<file path="src/verilog/modulator_regs.svh">
// register offsets, field positions and reset values of the modulator
// assumes a 32-bit axi4-lite slave with one aligned word per register
`ifndef MODULATOR_REGS_SVH
`define MODULATOR_REGS_SVH
`define MOD_CTRL_ADDR 4'h0
`define MOD_SRC_ADDR 4'h4
`define MOD_CARRIER_HIGH_ADDR 4'h8
`define MOD_CARRIER_LOW_ADDR 4'hc
`define MOD_ON_BIT 7
`define MOD_OINV_BIT 4
`define MOD_VIEW_BIT 3
`define MOD_SOFT_BIT 0
`define MOD_CINV_BIT 6
`define MOD_CSYNC_BIT 5
`define MOD_CTRL_RST 8'h00
`define MOD_SRC_RST 8'h00
`define MOD_CAR_RST 8'h00
`define MOD_CTRL_WMASK 8'h91
`define MOD_CAR_WMASK 8'h6f
`define MOD_SRC_WMASK 8'h0f
`define MOD_SEL_VSS 4'h0
`define MOD_SEL_SOFT 4'h0
`endif

</file>
<file path="src/verilog/modulator_pkg.sv">
// types shared by the modulator files
// assumes modulator_regs.svh supplies the numbers
package modulator_pkg;
    typedef enum logic [1:0] {
        CAR_IDLE = 2'b00,
        CAR_LIVE = 2'b01,
        CAR_HOLD = 2'b10,
        CAR_WAIT = 2'b11
    } car_state_t;
endpackage : modulator_pkg

</file>
<file path="src/verilog/carrier_if.sv">
// carrier path bundle between the top and a carrier gate
// assumes one clock domain, clk_sys
`timescale 1ns/1ps
interface carrier_if;
    logic carrier;
    logic sync_on;
    logic want;
    logic active;
    modport gate (input carrier, input sync_on, input want, output active);
    modport top (output carrier, output sync_on, output want, input active);
endinterface : carrier_if

</file>
<file path="src/verilog/signal_modulator.sv">
// data signal modulator top with axi4-lite register slave
// assumes source vectors come from on-chip peripherals on clk_sys
`timescale 1ns/1ps
`include "modulator_regs.svh"
module signal_modulator #(
    parameter int SRC_N = 16
) (
    // clock and reset
    input wire logic clk_sys,
    input wire logic sys_rst,
    // axi4-lite write channels
    input wire logic [3:0] s_axi_awaddr,
    input wire logic s_axi_awvalid,
    output logic s_axi_awready,
    input wire logic [31:0] s_axi_wdata,
    input wire logic [3:0] s_axi_wstrb,
    input wire logic s_axi_wvalid,
    output logic s_axi_wready,
    output logic [1:0] s_axi_bresp,
    output logic s_axi_bvalid,
    input wire logic s_axi_bready,
    // axi4-lite read channels
    input wire logic [3:0] s_axi_araddr,
    input wire logic s_axi_arvalid,
    output logic s_axi_arready,
    output logic [31:0] s_axi_rdata,
    output logic [1:0] s_axi_rresp,
    output logic s_axi_rvalid,
    input wire logic s_axi_rready,
    // signal sources
    input wire logic [SRC_N-1:0] mod_sources,
    input wire logic [SRC_N-1:0] carrier_sources,
    // modulated output pin
    output logic modulator_out
);
    logic [7:0] ctrl_q;
    logic [7:0] src_q;
    logic [7:0] carrier_high_q;
    logic [7:0] carrier_low_q;
    logic [3:0] awaddr_q;
    logic aw_have_q;
    logic [31:0] wdata_q;
    logic [3:0] wstrb_q;
    logic w_have_q;
    logic [7:0] rd_byte;
    logic rd_ok;
    logic [7:0] wr_byte;
    logic wr_go;
    logic wr_ok;
    logic modulator_on;
    logic output_invert;
    logic soft_modulator_value;
    logic carrier_high;
    logic carrier_low;
    logic modulator;
    logic mixed;
    logic out_q;
    carrier_if hi_if ();
    carrier_if lo_if ();

    assign modulator_on = ctrl_q[`MOD_ON_BIT];
    assign output_invert = ctrl_q[`MOD_OINV_BIT];
    assign soft_modulator_value = ctrl_q[`MOD_SOFT_BIT];

    // write address and data captured in either order
    assign s_axi_awready = ~aw_have_q & ~s_axi_bvalid;
    assign s_axi_wready = ~w_have_q & ~s_axi_bvalid;
    assign wr_go = aw_have_q & w_have_q & ~s_axi_bvalid;

    always_ff @(posedge clk_sys)
    begin
        if (sys_rst)
        begin
            aw_have_q <= 1'b0;
            awaddr_q <= 4'h0;
        end
        else if (s_axi_awvalid && s_axi_awready)
        begin
            aw_have_q <= 1'b1;
            awaddr_q <= s_axi_awaddr;
        end
        else if (wr_go)
            aw_have_q <= 1'b0;
    end

    always_ff @(posedge clk_sys)
    begin
        if (sys_rst)
        begin
            w_have_q <= 1'b0;
            wdata_q <= 32'h0000_0000;
            wstrb_q <= 4'h0;
        end
        else if (s_axi_wvalid && s_axi_wready)
        begin
            w_have_q <= 1'b1;
            wdata_q <= s_axi_wdata;
            wstrb_q <= s_axi_wstrb;
        end
        else if (wr_go)
            w_have_q <= 1'b0;
    end

    // decode of the write target
    always_comb
    begin
        wr_ok = 1'b1;
        unique case (awaddr_q)
            `MOD_CTRL_ADDR, `MOD_SRC_ADDR, `MOD_CARRIER_HIGH_ADDR, `MOD_CARRIER_LOW_ADDR: wr_ok = 1'b1;
            default: wr_ok = 1'b0;
        endcase
    end

    assign wr_byte = wdata_q[7:0];

    // register writes; only byte lane 0 holds bits
    always_ff @(posedge clk_sys)
    begin
        if (sys_rst)
        begin
            ctrl_q <= `MOD_CTRL_RST;
            src_q <= `MOD_SRC_RST;
            carrier_high_q <= `MOD_CAR_RST;
            carrier_low_q <= `MOD_CAR_RST;
        end
        else if (wr_go && wstrb_q[0])
        begin
            // view bit is never written
            if (awaddr_q == `MOD_CTRL_ADDR)
                ctrl_q <= wr_byte & `MOD_CTRL_WMASK;
            if (awaddr_q == `MOD_SRC_ADDR)
                src_q <= wr_byte & `MOD_SRC_WMASK;
            if (awaddr_q == `MOD_CARRIER_HIGH_ADDR)
                carrier_high_q <= wr_byte & `MOD_CAR_WMASK;
            if (awaddr_q == `MOD_CARRIER_LOW_ADDR)
                carrier_low_q <= wr_byte & `MOD_CAR_WMASK;
        end
    end

    // write response, slverr for unmapped
    always_ff @(posedge clk_sys)
    begin
        if (sys_rst)
        begin
            s_axi_bvalid <= 1'b0;
            s_axi_bresp <= 2'b00;
        end
        else if (wr_go)
        begin
            s_axi_bvalid <= 1'b1;
            s_axi_bresp <= wr_ok ? 2'b00 : 2'b10;
        end
        else if (s_axi_bready)
            s_axi_bvalid <= 1'b0;
    end

    // read decode, view bit shows the live pin
    always_comb
    begin
        rd_ok = 1'b1;
        unique case (s_axi_araddr)
            `MOD_CTRL_ADDR:
            begin
                rd_byte = ctrl_q;
                rd_byte[`MOD_VIEW_BIT] = out_q;
            end
            `MOD_SRC_ADDR: rd_byte = src_q;
            `MOD_CARRIER_HIGH_ADDR: rd_byte = carrier_high_q;
            `MOD_CARRIER_LOW_ADDR: rd_byte = carrier_low_q;
            default:
            begin
                rd_byte = 8'h00;
                rd_ok = 1'b0;
            end
        endcase
    end

    assign s_axi_arready = ~s_axi_rvalid;

    always_ff @(posedge clk_sys)
    begin
        if (sys_rst)
        begin
            s_axi_rvalid <= 1'b0;
            s_axi_rdata <= 32'h0000_0000;
            s_axi_rresp <= 2'b00;
        end
        else if (s_axi_arvalid && s_axi_arready)
        begin
            s_axi_rvalid <= 1'b1;
            s_axi_rdata <= {24'h00_0000, rd_byte};
            s_axi_rresp <= rd_ok ? 2'b00 : 2'b10;
        end
        else if (s_axi_rready)
            s_axi_rvalid <= 1'b0;
    end

    // source selection; disabled forces ground and the soft bit
    always_comb
    begin
        if (modulator_on)
        begin
            carrier_high = carrier_sources[carrier_high_q[3:0]];
            carrier_low = carrier_sources[carrier_low_q[3:0]];
            modulator = (src_q[3:0] == `MOD_SEL_SOFT) ? soft_modulator_value
                                                       : mod_sources[src_q[3:0]];
        end
        else
        begin
            carrier_high = 1'b0;
            carrier_low = 1'b0;
            modulator = soft_modulator_value;
        end
    end

    // polarity correction and sync settings into the gates
    assign hi_if.carrier = carrier_high ^ carrier_high_q[`MOD_CINV_BIT];
    assign lo_if.carrier = carrier_low ^ carrier_low_q[`MOD_CINV_BIT];
    assign hi_if.sync_on = carrier_high_q[`MOD_CSYNC_BIT];
    assign lo_if.sync_on = carrier_low_q[`MOD_CSYNC_BIT];
    assign hi_if.want = modulator_on & modulator;
    assign lo_if.want = modulator_on & ~modulator;

    carrier_gate u_gate_hi (
        .clk_sys(clk_sys),
        .sys_rst(sys_rst),
        .cif(hi_if)
    );

    carrier_gate u_gate_lo (
        .clk_sys(clk_sys),
        .sys_rst(sys_rst),
        .cif(lo_if)
    );

    // or-mix of the high and low carriers, each passed while its gate is active
    assign mixed = modulator_on & ((hi_if.active & hi_if.carrier)
                                 | (lo_if.active & lo_if.carrier));

    // registered pin; output invert applied before the flop
    always_ff @(posedge clk_sys)
    begin
        if (sys_rst)
            out_q <= 1'b0;
        else
            out_q <= mixed ^ output_invert;
    end

    assign modulator_out = out_q;
endmodule : signal_modulator

</file>
<file path="src/verilog/carrier_gate.sv">
// decides when one carrier is allowed into the modulated output
// assumes the carrier is already selected and polarity corrected
`timescale 1ns/1ps
module carrier_gate (
    // clock and reset
    input wire logic clk_sys,
    input wire logic sys_rst,
    // carrier path
    carrier_if.gate cif
);
    modulator_pkg::car_state_t state_q;
    logic carrier_q;
    logic fall;

    // falling edge of the carrier
    assign fall = carrier_q & ~cif.carrier;

    always_ff @(posedge clk_sys)
    begin
        if (sys_rst)
            carrier_q <= 1'b0;
        else
            carrier_q <= cif.carrier;
    end

    // sync waits for a falling edge on entry and for the carrier to be low on exit
    always_ff @(posedge clk_sys)
    begin
        if (sys_rst)
            state_q <= modulator_pkg::CAR_IDLE;
        else
        begin
            unique case (state_q)
                modulator_pkg::CAR_IDLE:
                    if (cif.want)
                        state_q <= cif.sync_on ? modulator_pkg::CAR_WAIT
                                               : modulator_pkg::CAR_LIVE;
                modulator_pkg::CAR_WAIT:
                    if (!cif.want)
                        state_q <= modulator_pkg::CAR_IDLE;
                    else if (fall || !cif.sync_on)
                        state_q <= modulator_pkg::CAR_LIVE;
                modulator_pkg::CAR_LIVE:
                    if (!cif.want)
                        state_q <= (cif.sync_on && cif.carrier) ? modulator_pkg::CAR_HOLD
                                                                 : modulator_pkg::CAR_IDLE;
                modulator_pkg::CAR_HOLD:
                    if (cif.want)
                        state_q <= modulator_pkg::CAR_LIVE;
                    else if (fall || !cif.carrier)
                        state_q <= modulator_pkg::CAR_IDLE;
            endcase
        end
    end

    // immediate when unsynchronised, state driven otherwise
    assign cif.active = cif.sync_on ? (state_q == modulator_pkg::CAR_LIVE
                                      || state_q == modulator_pkg::CAR_HOLD)
                                    : cif.want;
endmodule : carrier_gate

</file>
<file path="config.mk">
export PLATFORM = sky130hd
export DESIGN_NAME = signal_modulator
export DESIGN_NICKNAME = d
export VERILOG_FILES = /design/src/verilog/modulator_pkg.sv /design/src/verilog/carrier_if.sv /design/src/verilog/signal_modulator.sv /design/src/verilog/carrier_gate.sv
export VERILOG_INCLUDE_DIRS = /design/src /design/src/verilog
export SDC_FILE = /design/constraint.sdc
export NUM_CORES = 1
export LEC_CHECK = 0
export BUFFER_PORTS_ARGS = -buffer_cell sky130_fd_sc_hd__buf_2
export CORE_MARGIN = 2
export CORE_UTILIZATION = 44
export DETAILED_ROUTE_END_ITERATION = 7
export GPL_ROUTABILITY_DRIVEN = 0
export PLACE_DENSITY = 0.76
export SETUP_SLACK_MARGIN = 0.1
export SLEW_MARGIN = 20
export SYNTH_ARGS = -nofsm -noshare
export SYNTH_HDL_FRONTEND = slang
export SYNTH_SLANG_ARGS = --single-unit
</file>
<file path="constraint.sdc">
create_clock -name clk_sys -period 2.2 [get_ports clk_sys]
set_clock_uncertainty 0.05 [all_clocks]
set_input_delay 0 -clock clk_sys [delete_from_list [all_inputs] [get_ports clk_sys]]
set_output_delay 0 -clock clk_sys [all_outputs]
set_load 0.01 [all_outputs]
</file>
# Yosys cells after proc, flatten, opt, wreduce, memory -nomap -nowiden
# Index checks and enable logic that the tools add are counted.
# totals
reg_bits,55
input_bits,83
word_cells,139
# classes
n_lt_le_gt_ge,3
eq_ne,20
n_mux,42
bitwise_logic,22
n_reduce_logical,33
# ops
op,count
$mux 2,18
$pmux 8 s4,1
$mux 1,18
$eq 4x4->1 const B,4
$pmux 2 s4,2
$lt 4x5->1 const B,3
$bmux 1 s4,3
$logic_not 4->1,3
$and 1x1->1,11
$eq 2x2->1 const B,4
$eq 4x3->1 const B,2
$reduce_and 2->1,4
$reduce_and 4->1,2
$reduce_bool 2->1,4
$reduce_or 4->1,2
$not 1->1,7
$logic_and 1x1->1,6
$logic_or 1x1->1,6
$ne 3x1->1 const B,2
$ne 3x3->1 const B,2
$eq 2x1->1 const B,2
$logic_not 1->1,4
$logic_not 2->1,2
$ne 2x1->1 const B,2
other kinds (3),6

# Depth between registers and ports, before layout
# logic_depth
depth_word,11
depth_mapped,7
ltp_nobuf,7

# By module
# From an unflattened synthesis, not the netlist that was laid out.
# unflattened
hier_cells,319
area_unflattened_um2,3035.4
# modules_own_cells
module,instances,cells_per_inst,area_each_um2
signal_modulator,1,271,2522.4
carrier_gate,2,24,256.5

# Least setup slack after synthesis
# OpenSTA, ideal clock, no wires.
# synth_path
path_kind,register to register
startpoint,register carrier_low_q[1]
endpoint,register u_gate_lo.state_q[1]
setup_ps,121
arrival_time_ps,2263
required_time_ps,2029
setup_slack_ps,-234
path_stages_with_launch,7
n_path_buf,0
path_cell_list,dfxtp_1 mux4_2 o211ai_1 o22a_1 mux2_2 a22oi_1 mux2_2
# synth_between
elab_chain_len,9
elab_cells_between_ends,16
# synth_rtl
item,line_no,source
"start, declared",signal_modulator.sv:39,logic [7:0] carrier_low_q;
"start signal, assigned",signal_modulator.sv:124,carrier_low_q <= `MOD_CAR_RST;
"start signal, assigned",signal_modulator.sv:136,carrier_low_q <= wr_byte & `MOD_CAR_WMASK;
$bmux 1 s4 (*),signal_modulator.sv:204,carrier_low = carrier_sources[carrier_low_q[3:0]];
$mux 1 (implied by the code) (*),signal_modulator.sv:204,
$mux 1 (*),signal_modulator.sv:201,if (modulator_on)
$xor 1x1->1 (*),signal_modulator.sv:218,assign lo_if.carrier = carrier_low ^ carrier_low_q[`MOD_CINV_BIT];
$not 1->1,carrier_gate.sv:16,assign fall = carrier_q & ~cif.carrier;
$and 1x1->1,carrier_gate.sv:16,
"$logic_or 1x1->1, on equally long branches","carrier_gate.sv:50, carrier_gate.sv:41",
$ne 3x1->1 (no line) / $ne 3x3->1 (equally long branches),n/a,
$reduce_and 4->1 (no line),n/a,
"end signal, assigned",carrier_gate.sv:30,state_q <= modulator_pkg::CAR_IDLE;
"end signal, assigned",carrier_gate.sv:49,state_q <= modulator_pkg::CAR_LIVE;
"end signal, assigned",carrier_gate.sv:51,state_q <= modulator_pkg::CAR_IDLE;
"end, declared",carrier_gate.sv:11,modulator_pkg::car_state_t state_q;
# Every way passes the cells marked *; elsewhere a longest branch is shown, timed or not. The select of a mux whose other input is x is not followed.
# A chain may end at the register's enable or synchronous reset.

# Worst setup path in the final report
# layout_path
startpoint,register carrier_high_q[0]
endpoint,register u_gate_hi.state_q[1]
# layout_between
elab_chain_len,9
elab_cells_between_ends,16
# layout_rtl
item,line_no,source
"start, declared",signal_modulator.sv:38,logic [7:0] carrier_high_q;
"start signal, assigned",signal_modulator.sv:123,carrier_high_q <= `MOD_CAR_RST;
"start signal, assigned",signal_modulator.sv:134,carrier_high_q <= wr_byte & `MOD_CAR_WMASK;
$bmux 1 s4 (*),signal_modulator.sv:203,carrier_high = carrier_sources[carrier_high_q[3:0]];
$mux 1 (implied by the code) (*),signal_modulator.sv:203,
$mux 1 (*),signal_modulator.sv:201,
$xor 1x1->1 (*),signal_modulator.sv:217,assign hi_if.carrier = carrier_high ^ carrier_high_q[`MOD_CINV_BIT];
$not 1->1,carrier_gate.sv:16,
$and 1x1->1,carrier_gate.sv:16,
"$logic_or 1x1->1, on equally long branches","carrier_gate.sv:50, carrier_gate.sv:41",
$ne 3x1->1 (no line) / $ne 3x3->1 (equally long branches),n/a,
$reduce_and 4->1 (no line),n/a,
"end signal, assigned",carrier_gate.sv:30,
"end signal, assigned",carrier_gate.sv:49,
"end signal, assigned",carrier_gate.sv:51,
"end, declared",carrier_gate.sv:11,
# Marked as above.

==> results.sh <==
export IMPL_outcome="complete, but fails checks"
export IMPL_violations="setup timing"
export IMPL_coreArea_um2=6910
export IMPL_criticalPathCategory="reg2reg"
export IMPL_die_w_um=89.0
export IMPL_max_vdd_ir_drop_mv=0.362
export IMPL_drc=0
export IMPL_rows=30
export IMPL_ys_top_cells_by_area="dfxtp_1, mux2i_1, buf_4"
export IMPL_final_setup_viol_count=4
export IMPL_via_per_inst=5.20
export IMPL_clockRootBuffer="clkbuf_8"
export IMPL_htreeDepth=2
export IMPL_final_common_cell="buf_2"
export IMPL_layout_common_cells="buf_2, dfxtp_1, nor2_1"
export IMPL_synth_cell_area_um2=3180
export IMPL_area_growth_pct=28.7
export IMPL_fin_tns_setup_ns=-0.370
export IMPL_worst_ep_required_time_ns=2.35
export IMPL_die_y_um=89.0
export IMPL_p_per_area_nw_per_um2=495
export IMPL_final_antenna_net_count=0
export IMPL_max_cap_viol_count=0
export IMPL_drt_iter0_markers=146
export IMPL_wl_per_cell_um=14.3
export IMPL_path_clk_slew_ns=0.09
export IMPL_ys_types=57
export IMPL_antenna_found_initial=0
export IMPL_yosys_area_top_type="dfxtp_1"
export IMPL_critPathMaxFanout=7
export IMPL_setup_ws_ns=-0.178
export IMPL_drive_above_1_share=0.314
export IMPL_synth_top_flop_cell="dfxtp_1"
export IMPL_grt_ovfl_total=0
export IMPL_worst_pin_slew_ns=0.761
export IMPL_num_io_pins=125
export IMPL_cp_start_kind="flip-flop"
export IMPL_numCtsBuffers=5
export IMPL_io_buffers=70
export IMPL_drt_pass1_iter_count=5
export IMPL_regArea_um2=1070
export IMPL_antennaDiodeCount=0
export IMPL_synthCells=365
export IMPL_grtUsageTotal=0.207
export IMPL_num_vias=2932
export IMPL_hp_class="in2reg"
export IMPL_fill_cells=615
export IMPL_die_area_um2=7930
export IMPL_arrival_ns=2.53
export IMPL_cts_sinks=53
export IMPL_leakage_nw=1.75
export IMPL_cts_setup_buffers=0
export IMPL_slew_violations=0
export IMPL_post_route_util=0.593
export IMPL_period_share=1.08
export IMPL_synth_avg_cell_area_um2=8.72
export IMPL_clk_insertion_delay_late_ns=0.31
export IMPL_fin_cells=564
export IMPL_hold_viol=0
export IMPL_dp_cells=539
export IMPL_clk_path_buf_depth=2
export IMPL_synth_top_area_share=0.333
export IMPL_cts_tree="done"
export IMPL_dp_worst_setup_slack_ns=-0.355
export IMPL_nets=560
export IMPL_initial_core_util=0.461
export IMPL_grt_max_degree=41
export IMPL_multi_input_area_um2=2010
export IMPL_ys_seq_area_frac=0.333
export IMPL_grt_pass1_wl_mm=12.8
export IMPL_finalCriticalPeriod_ns=2.38
export IMPL_routed_wl_mm=8.09
export IMPL_hold_ws_ns=0.0673
export IMPL_hpwl_mm=5.94
export IMPL_synth_edf_count=0
export IMPL_yosysWarnings=0
export IMPL_cp_end_kind="flip-flop"
export IMPL_grt_pass1_vias=2795
export IMPL_yosys_register_bits=53
export IMPL_rsz0062_at_grt="yes"
export IMPL_fmax_mhz=421
export IMPL_slew_headroom=0.492
export IMPL_async_reset_ff_frac=0
## critical path, cell delays in order (launching register included)
cell	delay (ns)
dfxtp_4	0.41
mux4_2	0.54
nor2_4	0.19
nor4_2	0.07
or4_4	0.50
a32oi_4	0.20
mux2_4	0.33
## registers in the layout, indices dropped and copies added (netlist names)
signal	cells
w_have_q	1
u_gate_lo.state_q	2
u_gate_hi.state_q	2
wstrb_q	1
awaddr_q	4
u_gate_lo.carrier_q	1
s_axi_bresp	1
carrier_low_q	6
wdata_q	8
u_gate_hi.carrier_q	1
modulator_out	1
ctrl_q	3
aw_have_q	1
src_q	4
s_axi_bvalid	1
s_axi_rresp	1
s_axi_rdata	8
carrier_high_q	6
s_axi_rvalid	1
## power breakdown
group / switching, W / internal [W] / total (W) / leakage [nW]
registers: 0.0000341 / 0.000991 / 0.00103 / 0.433
logic: 0.000187 / 0.000169 / 0.000356 / 1.26
clock network: 0.000322 / 0.000325 / 0.000647 / 0.0556
total: 0.000543 / 0.00148 / 0.00203 / 1.75
## per-stage QoR
stage          instance area, um2  power (W)
5_1_grt                      4100    0.00212
6_report                     4100    0.00203
3_3_place_gp                 3700    0.00135
4_1_cts                      4030    0.00203
3_5_place_dp                 3700    0.00136
2_1_floorplan                3300    0.00128
## cells by family (layout without fill, tap and decap cells)
| kind of cell | Yosys count | count (layout) | synth area share |
|---|---|---|---|
| AND/OR/NAND/NOR | 134 | 134 | 0.197 |
| AO/OA/AOI/OAI | 59 | 59 | 0.131 |
| buffers and inverters | 57 | 135 | 0.101 |
| flip-flops | 53 | 53 | 0.333 |
| multiplexers | 49 | 49 | 0.192 |
| adder cells (fa/ha/maj) | 10 | 10 | 0.0393 |
| XOR/XNOR | 2 | 2 | 0.00551 |
| other | 1 | 26 | 0.00118 |
## repair_timing
| item | 4_1_cts | 5_1_grt |
|---|---|---|
| hold endpoints to repair | 16 | 0 |
| resized for setup | 10 | 10 |
| setup endpoints to repair | 5 | 5 |
| pin swaps | 7 | 7 |
| hold buffers | 17 | 0 |
## cells in the mapped netlist (2+ instances only)
| cell | instances |
|---|---|
| nand2_1 | 35 |
| nand2b_1 | 8 |
| nor2_1 | 47 |
| a22oi_1 | 8 |
| buf_1 | 2 |
| nand3_1 | 12 |
| nor2b_1 | 5 |
| nor4_1 | 3 |
| mux2_2 | 12 |
| o311a_1 | 3 |
| o211ai_1 | 2 |
| nor3_1 | 6 |
| nand4_1 | 2 |
| or2_2 | 2 |
| inv_1 | 13 |
| a31oi_1 | 5 |
| mux2i_1 | 28 |
| a21oi_1 | 19 |
| ha_1 | 10 |
| buf_4 | 26 |
| dfxtp_1 | 53 |
| or3_1 | 2 |
| and2_1 | 2 |
| o21ai_0 | 2 |
| o32ai_1 | 2 |
| clkbuf_1 | 14 |
| a211oi_1 | 4 |
| mux4_2 | 7 |
| o221ai_1 | 2 |
| a22o_1 | 2 |
## cell type report
type	count	area share
clock buffer	7	0.0263
clock inverter	1	0.00183
inverter	13	0.0119
multi-input combinational	280	0.492
sequential	53	0.262
tap	96	0.0293
timing repair buffer	114	0.178
## layer usage
layer	wire length, um	part of all wire	track usage	vias to the layer above
met4	148	0.018	0.0678	0
li1	-	-	-	1446
met1	3360	0.42	0.245	1388
met2	4250	0.53	0.385	87
met5	0	0	0	-
met3	328	0.041	0.0277	11
## worst paths after layout
check,from,endpoint,slack (ns),cells after the start
worst max register to register,carrier_high_q[0],u_gate_hi.state_q[1],-0.18,6
worst min register to register,wdata_q[7],wdata_q[7],0.41,2
worst min-delay path,s_axi_araddr[0],s_axi_rdata[5],0.07,6
worst max-delay path,carrier_high_q[0],u_gate_hi.state_q[1],-0.18,6
No activity file was read; power rests on OpenSTA's default activity.
